### src/hdl/uaco_pkg.sv
package uaco_pkg;
  // ---------------------------------------------------------------
  // queue geometry
  // ---------------------------------------------------------------
  localparam int        QAW       = 5;
  localparam logic [5:0] CAP_FULL = 6'h20;
  localparam logic [5:0] CAP_ONE  = 6'h01;
  localparam int        RXW       = 11;
  // ---------------------------------------------------------------
  // oversampling modes and bit lengths in sampling clocks
  // ---------------------------------------------------------------
  localparam logic [1:0] OSR_8X   = 2'h1;
  localparam logic [1:0] OSR_4X   = 2'h2;
  localparam logic [4:0] BIT_16X  = 5'h10;
  localparam logic [4:0] BIT_8X   = 5'h08;
  localparam logic [4:0] BIT_4X   = 5'h04;
  // ---------------------------------------------------------------
  // divisor and prescaler
  // ---------------------------------------------------------------
  localparam logic [19:0] DIV_ONE = 20'h00010;
  localparam logic [20:0] ACC_STEP = 21'h000010;
  localparam logic [1:0] PRE_LAST = 2'h3;
  localparam int        MC_PRE    = 7;
  // ---------------------------------------------------------------
  // control field positions
  // ---------------------------------------------------------------
  localparam int        LC_STOP   = 2;
  localparam int        LC_PEN    = 3;
  localparam int        LC_EVEN   = 4;
  localparam int        FC_EN     = 0;
  localparam int        IE_RX     = 0;
  localparam int        IE_TX     = 1;
  localparam logic [3:0] WL_BASE  = 4'h5;
  // ---------------------------------------------------------------
  // receive trigger levels and timeout
  // ---------------------------------------------------------------
  localparam logic [5:0] TRIG_0   = 6'h08;
  localparam logic [5:0] TRIG_1   = 6'h10;
  localparam logic [5:0] TRIG_2   = 6'h18;
  localparam logic [5:0] TRIG_3   = 6'h1E;
  localparam logic [5:0] TO_WORDS = 6'h04;
  localparam logic [5:0] TO_EXTRA = 6'h0C;
  // ---------------------------------------------------------------
  // interrupt status codes
  // ---------------------------------------------------------------
  localparam logic [3:0] IS_NONE  = 4'h1;
  localparam logic [3:0] IS_TXE   = 4'h2;
  localparam logic [3:0] IS_RXRDY = 4'h4;
  localparam logic [3:0] IS_RXTO  = 4'hC;
  // ---------------------------------------------------------------
  // serial state
  // ---------------------------------------------------------------
  typedef enum logic [2:0] {
    ST_IDLE  = 3'h0,
    ST_START = 3'h1,
    ST_DATA  = 3'h2,
    ST_PAR   = 3'h3,
    ST_STOP  = 3'h4
  } uaco_st_t;
endpackage

### src/hdl/uaco_mem.sv
`timescale 1ns/1ps
module uaco_mem #(
  parameter int W  = 8,
  parameter int AW = 5
) (
  // clock and reset
  input  wire logic          mclk,
  input  wire logic          rst_n,
  // write side
  input  wire logic          we,
  input  wire logic [AW-1:0] waddr,
  input  wire logic [W-1:0]  wdata,
  // read side
  input  wire logic [AW-1:0] raddr,
  output logic      [W-1:0]  rdata_r
);
  // ---------------------------------------------------------------
  // storage
  // ---------------------------------------------------------------
  logic [W-1:0] mem [(1<<AW)];

  always_ff @(posedge mclk) begin
    if (we) begin
      mem[waddr] <= wdata;
    end
  end

  always_ff @(posedge mclk or negedge rst_n) begin
    if (!rst_n) begin
      rdata_r <= '0;
    end else begin
      rdata_r <= mem[raddr];
    end
  end
endmodule

### src/hdl/uaco_core.sv
// Function
// transmit shifter is 8 bits, fed from a 32-byte queue
// each serial bit lasts 16, 8 or 4 sampling clocks
// frame is start, data bits, optional parity, then stop bits
// data leaves least significant bit first
// each host byte write stores one byte and bumps the write pointer unless the queue is full
// non-queued mode sets holding-empty when byte moves to shifter
// holding-empty raises transmit-empty interrupt only with enable bit 1
// non-queued mode sets transmitter-empty only when shifter is empty
// queued mode holding-empty follows empty queue and raises interrupt
// queued mode transmitter-empty needs empty queue and empty shifter
// receive shifter is 8 bits timed by selected sampling clock
// start edge validated after 8, 4 or 2 clocks if still low
// data and stop bits sampled at their centre the same way
// receive errors show in line-status bits 2 to 4
// reading a byte bumps read pointer and refreshes error flags
// data-ready interrupt per character or at trigger level
// timeout after 4 word lengths plus 12 bit times idle
// data-ready interrupts only with interrupt-enable bit 0
// fraction bits 5:4 pick 16x, 8x or 4x
// divisor is high and low bytes plus fraction in sixteenths
// modem-control bit 7 prescales the clock by 1 or 4
// receive queue entries hold data plus three error tags
// a false start returns the receiver to idle
`timescale 1ns/1ps
module uaco_core (
  // clock and reset
  input  wire logic       mclk,
  input  wire logic       rst_n,
  // configuration
  input  wire logic [7:0] divisor_low_byte,
  input  wire logic [7:0] divisor_high_byte,
  input  wire logic [5:0] divisor_fraction,
  input  wire logic [7:0] modem_control,
  input  wire logic [5:0] line_control,
  input  wire logic [7:0] fifo_control,
  input  wire logic [1:0] interrupt_enable,
  // host side
  input  wire logic       tx_wr,
  input  wire logic [7:0] transmit_byte_input,
  input  wire logic       rx_rd,
  input  wire logic       lsr_rd,
  input  wire logic       isr_rd,
  output logic      [7:0] receive_byte_output,
  output logic      [7:0] line_status,
  output logic      [3:0] interrupt_status,
  output logic            irq,
  // serial line
  input  wire logic       ser_in,
  output logic            ser_out
);
  // ---------------------------------------------------------------
  // baud generator and frame format
  // ---------------------------------------------------------------
  logic [1:0]  pre_cnt_r;
  logic [20:0] acc_r;
  wire         pre_on   = modem_control[uaco_pkg::MC_PRE];
  wire         pre_tick = !pre_on || (pre_cnt_r == uaco_pkg::PRE_LAST);
  wire [19:0]  div16    = {divisor_high_byte, divisor_low_byte,
                           divisor_fraction[3:0]};
  wire [19:0]  div_eff  = (div16 < uaco_pkg::DIV_ONE) ?
                          uaco_pkg::DIV_ONE : div16;
  wire [20:0]  acc_sum  = acc_r + uaco_pkg::ACC_STEP;
  wire         samp     = pre_tick && (acc_sum >= {1'b0, div_eff});
  wire [20:0]  acc_nxt  = !pre_tick ? acc_r :
                          samp ? acc_sum - {1'b0, div_eff} : acc_sum;
  always_ff @(posedge mclk or negedge rst_n) begin
    if (!rst_n) begin
      pre_cnt_r <= 2'h0;
      acc_r     <= 21'h000000;
    end else begin
      pre_cnt_r <= pre_cnt_r + 2'h1;
      acc_r     <= acc_nxt;
    end
  end
  wire [1:0] osr_sel = divisor_fraction[5:4];
  wire [4:0] osr     = (osr_sel == uaco_pkg::OSR_8X) ? uaco_pkg::BIT_8X :
                       (osr_sel == uaco_pkg::OSR_4X) ? uaco_pkg::BIT_4X :
                       uaco_pkg::BIT_16X;
  wire [4:0] osr_end  = osr - 5'h01;
  wire [4:0] half_end = (osr >> 1) - 5'h01;
  wire [3:0] nbits    = uaco_pkg::WL_BASE + {2'h0, line_control[1:0]};
  wire [2:0] last_bit = 3'(nbits - 4'h1);
  wire [7:0] dmask    = 8'hFF >> (4'h8 - nbits);
  wire       pen      = line_control[uaco_pkg::LC_PEN];
  wire       even     = line_control[uaco_pkg::LC_EVEN];
  wire       two_stop = line_control[uaco_pkg::LC_STOP];
  wire       fifo_en  = fifo_control[uaco_pkg::FC_EN];
  wire [5:0] cap      = fifo_en ? uaco_pkg::CAP_FULL : uaco_pkg::CAP_ONE;
  // ---------------------------------------------------------------
  // transmit path
  // ---------------------------------------------------------------
  logic [4:0] tx_wp_r;
  logic [4:0] tx_rp_r;
  logic [5:0] tx_cnt_r;
  logic       tx_avail_r;
  logic [7:0] tx_head;
  uaco_pkg::uaco_st_t tx_st_r;
  wire tx_push = tx_wr && (tx_cnt_r < cap);
  wire tx_pop  = (tx_st_r == uaco_pkg::ST_IDLE) && (tx_cnt_r != 6'h00) &&
                 tx_avail_r;
  uaco_mem #(.W(8), .AW(uaco_pkg::QAW)) u_tx_mem (
    .mclk    (mclk),
    .rst_n   (rst_n),
    .we      (tx_push),
    .waddr   (tx_wp_r),
    .wdata   (transmit_byte_input),
    .raddr   (tx_rp_r),
    .rdata_r (tx_head)
  );
  always_ff @(posedge mclk or negedge rst_n) begin
    if (!rst_n) begin
      tx_wp_r    <= 5'h00;
      tx_rp_r    <= 5'h00;
      tx_cnt_r   <= 6'h00;
      tx_avail_r <= 1'b0;
    end else begin
      tx_wp_r    <= tx_wp_r + {4'h0, tx_push};
      tx_rp_r    <= tx_rp_r + {4'h0, tx_pop};
      tx_cnt_r   <= tx_cnt_r + {5'h00, tx_push} - {5'h00, tx_pop};
      tx_avail_r <= (tx_cnt_r != 6'h00) && !tx_pop;
    end
  end
  logic [4:0] tx_tick_r;
  logic [2:0] tx_bit_r;
  logic [7:0] tx_sh_r;
  logic       tx_par_r;
  logic       ser_out_r;
  wire        tx_bend = samp && (tx_tick_r == osr_end);
  wire [7:0]  tx_md   = tx_head & dmask;
  always_ff @(posedge mclk or negedge rst_n) begin
    if (!rst_n) begin
      tx_st_r   <= uaco_pkg::ST_IDLE;
      tx_tick_r <= 5'h00;
      tx_bit_r  <= 3'h0;
      tx_sh_r   <= 8'h00;
      tx_par_r  <= 1'b0;
      ser_out_r <= 1'b1;
    end else begin
      if (tx_st_r != uaco_pkg::ST_IDLE && samp) begin
        tx_tick_r <= tx_bend ? 5'h00 : tx_tick_r + 5'h01;
      end
      case (tx_st_r)
        uaco_pkg::ST_IDLE: begin
          ser_out_r <= 1'b1;
          tx_tick_r <= 5'h00;
          if (tx_pop) begin
            tx_sh_r   <= tx_head;
            tx_par_r  <= (^tx_md) ^ !even;
            ser_out_r <= 1'b0;
            tx_st_r   <= uaco_pkg::ST_START;
          end
        end
        uaco_pkg::ST_START: begin
          if (tx_bend) begin
            ser_out_r <= tx_sh_r[0];
            tx_bit_r  <= 3'h0;
            tx_st_r   <= uaco_pkg::ST_DATA;
          end
        end
        uaco_pkg::ST_DATA: begin
          if (tx_bend) begin
            if (tx_bit_r == last_bit) begin
              ser_out_r <= pen ? tx_par_r : 1'b1;
              tx_bit_r  <= 3'h0;
              tx_st_r   <= pen ? uaco_pkg::ST_PAR : uaco_pkg::ST_STOP;
            end else begin
              ser_out_r <= tx_sh_r[1];
              tx_sh_r   <= tx_sh_r >> 1;
              tx_bit_r  <= tx_bit_r + 3'h1;
            end
          end
        end
        uaco_pkg::ST_PAR: begin
          if (tx_bend) begin
            ser_out_r <= 1'b1;
            tx_st_r   <= uaco_pkg::ST_STOP;
          end
        end
        uaco_pkg::ST_STOP: begin
          if (tx_bend) begin
            if (two_stop && tx_bit_r == 3'h0) begin
              tx_bit_r <= 3'h1;
            end else begin
              tx_st_r <= uaco_pkg::ST_IDLE;
            end
          end
        end
        default: tx_st_r <= uaco_pkg::ST_IDLE;
      endcase
    end
  end
  // ---------------------------------------------------------------
  // receive path
  // ---------------------------------------------------------------
  logic       rx_prev_r;
  logic [4:0] rx_tick_r;
  logic [2:0] rx_bit_r;
  logic [7:0] rx_sh_r;
  logic       rx_pe_r;
  logic       rx_pbit_r;
  logic       rx_done_r;
  logic [2:0] rx_tag_r;
  uaco_pkg::uaco_st_t rx_st_r;
  wire        rx_fall = rx_prev_r && !ser_in;
  wire        rx_mid  = samp && (rx_tick_r == half_end);
  wire        rx_bend = samp && (rx_tick_r == osr_end);
  wire        rx_exp  = (^(rx_sh_r & dmask)) ^ !even;
  wire        rx_brk  = !ser_in && (rx_sh_r == 8'h00) &&
                        (!pen || !rx_pbit_r);
  always_ff @(posedge mclk or negedge rst_n) begin
    if (!rst_n) begin
      rx_prev_r <= 1'b1;
      rx_st_r   <= uaco_pkg::ST_IDLE;
      rx_tick_r <= 5'h00;
      rx_bit_r  <= 3'h0;
      rx_sh_r   <= 8'h00;
      rx_pe_r   <= 1'b0;
      rx_pbit_r <= 1'b0;
      rx_done_r <= 1'b0;
      rx_tag_r  <= 3'h0;
    end else begin
      rx_prev_r <= ser_in;
      rx_done_r <= 1'b0;
      if (rx_st_r != uaco_pkg::ST_IDLE && samp) begin
        rx_tick_r <= rx_bend ? 5'h00 : rx_tick_r + 5'h01;
      end
      case (rx_st_r)
        uaco_pkg::ST_IDLE: begin
          rx_tick_r <= 5'h00;
          if (rx_fall) begin
            rx_sh_r <= 8'h00;
            rx_pe_r <= 1'b0;
            rx_st_r <= uaco_pkg::ST_START;
          end
        end
        uaco_pkg::ST_START: begin
          if (rx_mid) begin
            rx_tick_r <= 5'h00;
            rx_bit_r  <= 3'h0;
            if (!ser_in) begin
              rx_st_r <= uaco_pkg::ST_DATA;
            end else begin
              rx_st_r <= uaco_pkg::ST_IDLE;
            end
          end
        end
        uaco_pkg::ST_DATA: begin
          if (rx_bend) begin
            rx_sh_r[rx_bit_r] <= ser_in;
            rx_bit_r          <= rx_bit_r + 3'h1;
            if (rx_bit_r == last_bit) begin
              rx_st_r <= pen ? uaco_pkg::ST_PAR : uaco_pkg::ST_STOP;
            end
          end
        end
        uaco_pkg::ST_PAR: begin
          if (rx_bend) begin
            rx_pbit_r <= ser_in;
            rx_pe_r   <= ser_in != rx_exp;
            rx_st_r   <= uaco_pkg::ST_STOP;
          end
        end
        uaco_pkg::ST_STOP: begin
          if (rx_bend) begin
            rx_tag_r  <= {rx_brk, !ser_in, rx_pe_r};
            rx_done_r <= 1'b1;
            rx_st_r   <= uaco_pkg::ST_IDLE;
          end
        end
        default: rx_st_r <= uaco_pkg::ST_IDLE;
      endcase
    end
  end
  logic [4:0]  rx_wp_r;
  logic [4:0]  rx_rp_r;
  logic [5:0]  rx_cnt_r;
  logic [10:0] rx_head;
  wire         rx_push = rx_done_r && (rx_cnt_r < cap);
  wire         rx_ovf  = rx_done_r && (rx_cnt_r == cap);
  wire         rx_pop  = rx_rd && (rx_cnt_r != 6'h00);
  wire         rx_any  = rx_cnt_r != 6'h00;
  uaco_mem #(.W(uaco_pkg::RXW), .AW(uaco_pkg::QAW)) u_rx_mem (
    .mclk    (mclk),
    .rst_n   (rst_n),
    .we      (rx_push),
    .waddr   (rx_wp_r),
    .wdata   ({rx_tag_r, rx_sh_r}),
    .raddr   (rx_rp_r),
    .rdata_r (rx_head)
  );
  always_ff @(posedge mclk or negedge rst_n) begin
    if (!rst_n) begin
      rx_wp_r  <= 5'h00;
      rx_rp_r  <= 5'h00;
      rx_cnt_r <= 6'h00;
    end else begin
      rx_wp_r  <= rx_wp_r + {4'h0, rx_push};
      rx_rp_r  <= rx_rp_r + {4'h0, rx_pop};
      rx_cnt_r <= rx_cnt_r + {5'h00, rx_push} - {5'h00, rx_pop};
    end
  end
  logic [10:0] to_cnt_r;
  logic        rx_to_r;
  wire  [5:0]  to_bits = 6'(uaco_pkg::TO_WORDS * {2'h0, nbits} +
                            uaco_pkg::TO_EXTRA);
  wire  [10:0] to_lim  = {5'h00, to_bits} * {6'h00, osr};
  wire         to_rst  = rx_push || rx_pop || !rx_any || !fifo_en;
  wire         to_hit  = to_cnt_r == to_lim;
  always_ff @(posedge mclk or negedge rst_n) begin
    if (!rst_n) begin
      to_cnt_r <= 11'h000;
      rx_to_r  <= 1'b0;
    end else if (to_rst) begin
      to_cnt_r <= 11'h000;
      rx_to_r  <= 1'b0;
    end else begin
      to_cnt_r <= (samp && !to_hit) ? to_cnt_r + 11'h001 : to_cnt_r;
      rx_to_r  <= rx_to_r || to_hit;
    end
  end
  // ---------------------------------------------------------------
  // status and interrupts
  // ---------------------------------------------------------------
  logic       ovr_r;
  logic       txe_r;
  logic [7:0] lsr_r;
  logic [3:0] isr_r;
  logic       irq_r;
  wire  [1:0] trig_sel = fifo_control[7:6];
  wire  [5:0] trig     = (trig_sel == 2'h0) ? uaco_pkg::TRIG_0 :
                         (trig_sel == 2'h1) ? uaco_pkg::TRIG_1 :
                         (trig_sel == 2'h2) ? uaco_pkg::TRIG_2 :
                         uaco_pkg::TRIG_3;
  wire        rx_lvl   = fifo_en ? (rx_cnt_r >= trig) : rx_any;
  wire        ie_rx    = interrupt_enable[uaco_pkg::IE_RX];
  wire        ie_tx    = interrupt_enable[uaco_pkg::IE_TX];
  wire        thre     = tx_cnt_r == 6'h00;
  wire        temt     = thre && (tx_st_r == uaco_pkg::ST_IDLE);
  wire        txe_set  = tx_pop && (tx_cnt_r == 6'h01);
  wire        txe_clr  = tx_wr || (isr_rd && isr_r == uaco_pkg::IS_TXE);
  wire  [2:0] rx_errs  = rx_any ? rx_head[10:8] : 3'h0;
  wire  [3:0] is_cur   = (ie_rx && rx_to_r) ? uaco_pkg::IS_RXTO :
                         (ie_rx && rx_lvl) ? uaco_pkg::IS_RXRDY :
                         (ie_tx && txe_r) ? uaco_pkg::IS_TXE :
                         uaco_pkg::IS_NONE;
  always_ff @(posedge mclk or negedge rst_n) begin
    if (!rst_n) begin
      ovr_r <= 1'b0;
      txe_r <= 1'b0;
      lsr_r <= 8'h60;
      isr_r <= uaco_pkg::IS_NONE;
      irq_r <= 1'b0;
    end else begin
      ovr_r <= rx_ovf || (ovr_r && !lsr_rd);
      txe_r <= txe_set || (txe_r && !txe_clr);
      lsr_r <= {1'b0, temt, thre, rx_errs, ovr_r, rx_any};
      isr_r <= is_cur;
      irq_r <= is_cur != uaco_pkg::IS_NONE;
    end
  end
  assign receive_byte_output = rx_head[7:0];
  assign line_status         = lsr_r;
  assign interrupt_status    = isr_r;
  assign irq                 = irq_r;
  assign ser_out             = ser_out_r;
endmodule

### config.mk
export PLATFORM = sky130hd
export DESIGN_NAME = uaco_core
export DESIGN_NICKNAME = d
export VERILOG_FILES = /design/src/hdl/uaco_pkg.sv /design/src/hdl/uaco_mem.sv /design/src/hdl/uaco_core.sv
export SDC_FILE = /design/constraint.sdc
export NUM_CORES = 1
export LEC_CHECK = 0
export BUFFER_PORTS_ARGS = -buffer_cell sky130_fd_sc_hd__buf_2
export CAP_MARGIN = 40
export CELL_PAD_IN_SITES_DETAIL_PLACEMENT = 2
export CELL_PAD_IN_SITES_GLOBAL_PLACEMENT = 2
export CORE_AREA = 5 5 311 313
export DETAILED_ROUTE_END_ITERATION = 10
export DIE_AREA = 0 0 316 318
export PLACE_DENSITY = 0.61
export SYNTH_ARGS = -nofsm -noshare
export SYNTH_HDL_FRONTEND = slang
export SYNTH_SLANG_ARGS = --single-unit
### constraint.sdc
create_clock -name mclk -period 5.1 [get_ports mclk]
set_input_delay 1.53 -clock mclk [delete_from_list [all_inputs] [get_ports mclk]]
set_output_delay 1.53 -clock mclk [all_outputs]
set_load 0.005 [all_outputs]
==> summary.md <==
| Metric | Value |
|---|---|
| Die width | `between 300 and 400 µm` |
| Hold EP | `line_status[1]$_DFF_PN0_` |
| Worst slack, placed | `-0.446 ns` |
| Global-route wire length before repair | `127 mm` |
| Maximum Capacitance Violations | `0` |
| DRC violations left | `0` |
| Initial DRC Count | `~1,100` |
| Worst hold path cell count | `0` |
| Leakage | `13.1 nW` |
| # port buffers | `68` |
| Post-CTS Setup Inserts | `0` |
| Slowest CP cell | `fa_1` |
| Slack of the critical path | `around 0.32 ns` |
| Clock root cell | `clkbuf_16` |
| Pin count of the biggest net entering global routing | `between 60 and 70` |
| RSZ-0062 raised after global routing | `no` |
| Post_cts resized | `0` |
| Ys async rst share | `19.6%` |
| Post-route insts no fill | `3,435` |
| Reg2reg end | `rx_tag_r[2]$_DFFE_PN0P_` |
| Initial Util | `34.5%` |
| Register area share after synthesis | `67.7%` |
| GPL Wtd Cong | `~0.78` |
| DP Cell Count | `3,274` |
| Routed Antenna Nets | `0` |
| Cell variety after synth | `74` |
| Worst Skew | `slightly below 0.04 ns` |
| Vias per cell | `5.06` |
| Crit path largest cell delay | `0.43 ns` |
| Maximum vdd ir drop | `0.329 mV` |
| Syn Inst Count | `roughly 1,900` |
| Critical path launch point type | `primary input` |
| Area Growth Syn to Fin | `16.7%` |
| Worst Hold Launch | `ovr_r$_DFF_PN0_` |
| Synth Flop Type | `edfxtp_1` |
| # rows | `113` |
| Power density over cell area | `~500 mW/mm²` |
| DRT Wirelength | `82.3 mm` |
| Final setup viols | `0` |
| Post-synthesis area per instance | `between 15 and 20 µm²` |
| Worst-Skew Late Latency | `0.64 ns` |
| Net count, final | `2,239` |
| Fin Setup TNS | `0 ns` |
| Critical-path maximum fanout | `15` |
| Most frequent CP cell | `ha_1` |
| Io pins | `83` |
| Syn. warnings | `0` |
| TritonCTS buffer count | `85` |
| Max Slew Vio Count | `0` |
| WL met2 | `about 40 mm` |
| Synth Cell Area | `0.0324 mm²` |
| H-tree levels | `3` |
| Post-layout util | `40.3%` |
| Initial antenna violation count | `4` |
| Power Total | `approximately 19 mW` |
| Worst-Margin Slew | `0.942 ns` |
| Min Tclk post-route | `4.78 ns` |
| Total track usage | `between 15 and 20%` |
| Crit-path cells | `buf_2 -> inv_1 -> ha_4 -> xor2_1 -> and2_1 -> fa_1 -> ha_1 -> ha_1 -> ha_1 -> fa_1 -> xor2_1 -> xnor2_1 -> nor4_4 -> nor2_1 -> o21ai_2 -> buf_12 -> nor4_1 -> xnor2_1 -> nor2_1` |
| Kind of critical path | `in -> reg` |
| Met3 wire len | `3.05 mm` |
| Flip-flop and latch count after synthesis | `756` |
| Hold WS | `0.417 ns` |
| Uppermost routed layer | `met5` |
| Post-synth EDFFs | `608` |
| Core area | `0.0940 mm²` |
| Vias in the first global route | `19,800` |
| Clock Path Buffers | `3` |
| Hold-fix buffers, CTS | `0` |
| Die area | `0.100 mm²` |
| Status | `completed` |
| Worst r2r path cells | `15` |
| Placed cell areas | `roughly 0.035 mm²` |
| DR vias | `17,400` |
| Wire per inst | `between 20 and 25 µm` |
| R2R Path Start | `acc_r[4]$_DFFE_PN0P_` |
| Req. time, crit path | `around 5.6 ns` |
| Period utilization | `between 90 and 100%` |
| Ratio of cells with drive above 1 in the final layout | `around a quarter` |
| Die Y | `about 320 µm` |
| Final Hold Viols | `0` |
| Design area | `0.0379 mm²` |
| Worst EP arrival | `5.28 ns` |
| Sink Count | `~760` |
| Max-slew headroom | `36.9%` |
| DP HPWL | `55.2 mm` |
| Total gr overflow | `0` |
| CTS tree | `built` |
| Clk slew on worst S/H paths | `0.06 ns` |
| Type of the worst min-delay path | `reg -> reg` |
| WL met1 | `37.6 mm` |
| CP Capture Type | `flip-flop` |
| DRT Pass-1 Iters | `5` |
| Max Fclk | `209 MHz` |
| Reg2Reg Setup Slack | `0.37 ns` |
sequential cells by signal, summed over array words and instances (netlist names), 8 cells and up:
register	flops
u_tx_mem.mem	256
tx_sh_r	8
acc_r	21
u_tx_mem.rdata_r	8
u_rx_mem.mem	352
u_rx_mem.rdata_r	11
rx_sh_r	8
to_cnt_r	11
worst max path at each step:
stage / start / to / slack, ns / cells after the start
final: line_control[0] / to_cnt_r[10]$_DFFE_PN0P_ / 0.32 / 19
after global routing: line_control[0] / to_cnt_r[8]$_DFFE_PN0P_ / 0.05 / 19
after CTS: line_control[0] / to_cnt_r[8]$_DFFE_PN0P_ / 0.24 / 19
after detailed placement: line_control[0] / to_cnt_r[8]$_DFFE_PN0P_ / -0.45 / 19
after global placement: line_control[0] / to_cnt_r[10]$_DFFE_PN0P_ / -0.40 / 19
after floorplan: line_control[0] / to_cnt_r[4]$_DFFE_PN0P_ / 0.01 / 18
report_power, final:
group / internal [mW] / switching, mW
logic: 2.44 / 2.67
registers: 7.05 / 0.697
clock network: 3.64 / 2.54
worst max-delay path: cells and delay by family:
kind / cells / cell delay, ns
buffers and inverters: 3 / 0.31
adder cells (fa/ha/maj): 6 / 1.78
AND/OR/NAND/NOR: 5 / 0.73
XOR/XNOR: 4 / 0.81
AO/OA/AOI/OAI: 1 / 0.08
Yosys cell counts, types with 12 or more instances:
master / instances / share of area (%)
dfrtp_1: 143 / 11
nor2_1: 146 / 1.7
xor2_1: 28 / 0.76
xnor2_1: 64 / 1.7
and2_1: 12 / 0.23
nand2_1: 78 / 0.90
a21oi_1: 57 / 0.88
nand3b_1: 12 / 0.28
clkbuf_1: 52 / 0.60
or3_1: 19 / 0.37
mux2_2: 21 / 0.73
buf_1: 20 / 0.23
ha_1: 74 / 2.9
and3_1: 12 / 0.23
inv_1: 74 / 0.86
o21ai_0: 59 / 0.91
edfxtp_1: 608 / 56
mux4_2: 190 / 13
nand3_1: 37 / 0.57
layout make-up:
| cell class | instances | area, µm² |
|---|---|---|
| flip-flops and latches | 756 | 22000 |
| inverters | 74 | 278 |
| multi-input cells | 1000 | 9840 |
| repair buffers | 180 | 1340 |
| fillers | 9071 | 56200 |
| clock inverters | 43 | 497 |
| well taps | 1265 | 1580 |
| diodes | 2 | 5.00 |
| clock buffers | 115 | 2330 |
cells by family (layout without fill, tap and decap cells):
kind of cell               Yosys count  in the layout  share of synthesized area, %
AOI/OAI and AO/OA                  209            209                          4.08
DFF                                756            756                          67.7
xor gates and xnor gates            93             93                          2.57
muxes                              222            222                          14.3
and+or+nand+nor                    391            391                          5.97
other                                1              6                        0.0116
adders and majority gates           81             81                          3.29
buffers and inverters              164            412                          2.09
layer usage:
metal | global-route usage, % | vias up
met3 | 2.88 | 99
met2 | 27.2 | 251
met4 | 3.90 | 2
met5 | 0 | -
li1 | - | 7793
met1 | 23.2 | 9249
cell usage in the layout, fill, tap and decap left out, types with 7 or more instances in the layout:
| cell type | n |
|---|---|
| a211oi_1 | 8 |
| a21o_1 | 9 |
| a21oi_1 | 57 |
| a31oi_1 | 7 |
| and2_1 | 12 |
| and3_1 | 12 |
| buf_2 | 68 |
| buf_4 | 99 |
| bufinv_16 | 8 |
| clkbuf_1 | 22 |
| clkbuf_16 | 86 |
| clkbuf_8 | 7 |
| clkinv_1 | 8 |
| clkinv_2 | 15 |
| dfrtp_1 | 139 |
| edfxtp_1 | 608 |
| fa_1 | 7 |
| ha_1 | 73 |
| inv_1 | 74 |
| mux2_2 | 21 |
| mux2i_1 | 9 |
| mux4_2 | 190 |
| nand2_1 | 78 |
| nand3_1 | 37 |
| nand3b_1 | 12 |
| nand4_1 | 8 |
| nor2_1 | 146 |
| nor2b_1 | 11 |
| nor3_1 | 11 |
| nor4_1 | 10 |
| o21a_1 | 7 |
| o21ai_0 | 59 |
| o21bai_1 | 9 |
| o221a_1 | 7 |
| o31ai_1 | 7 |
| or3_1 | 19 |
| xnor2_1 | 64 |
| xor2_1 | 28 |
Power figures use the tool's default switching activity.
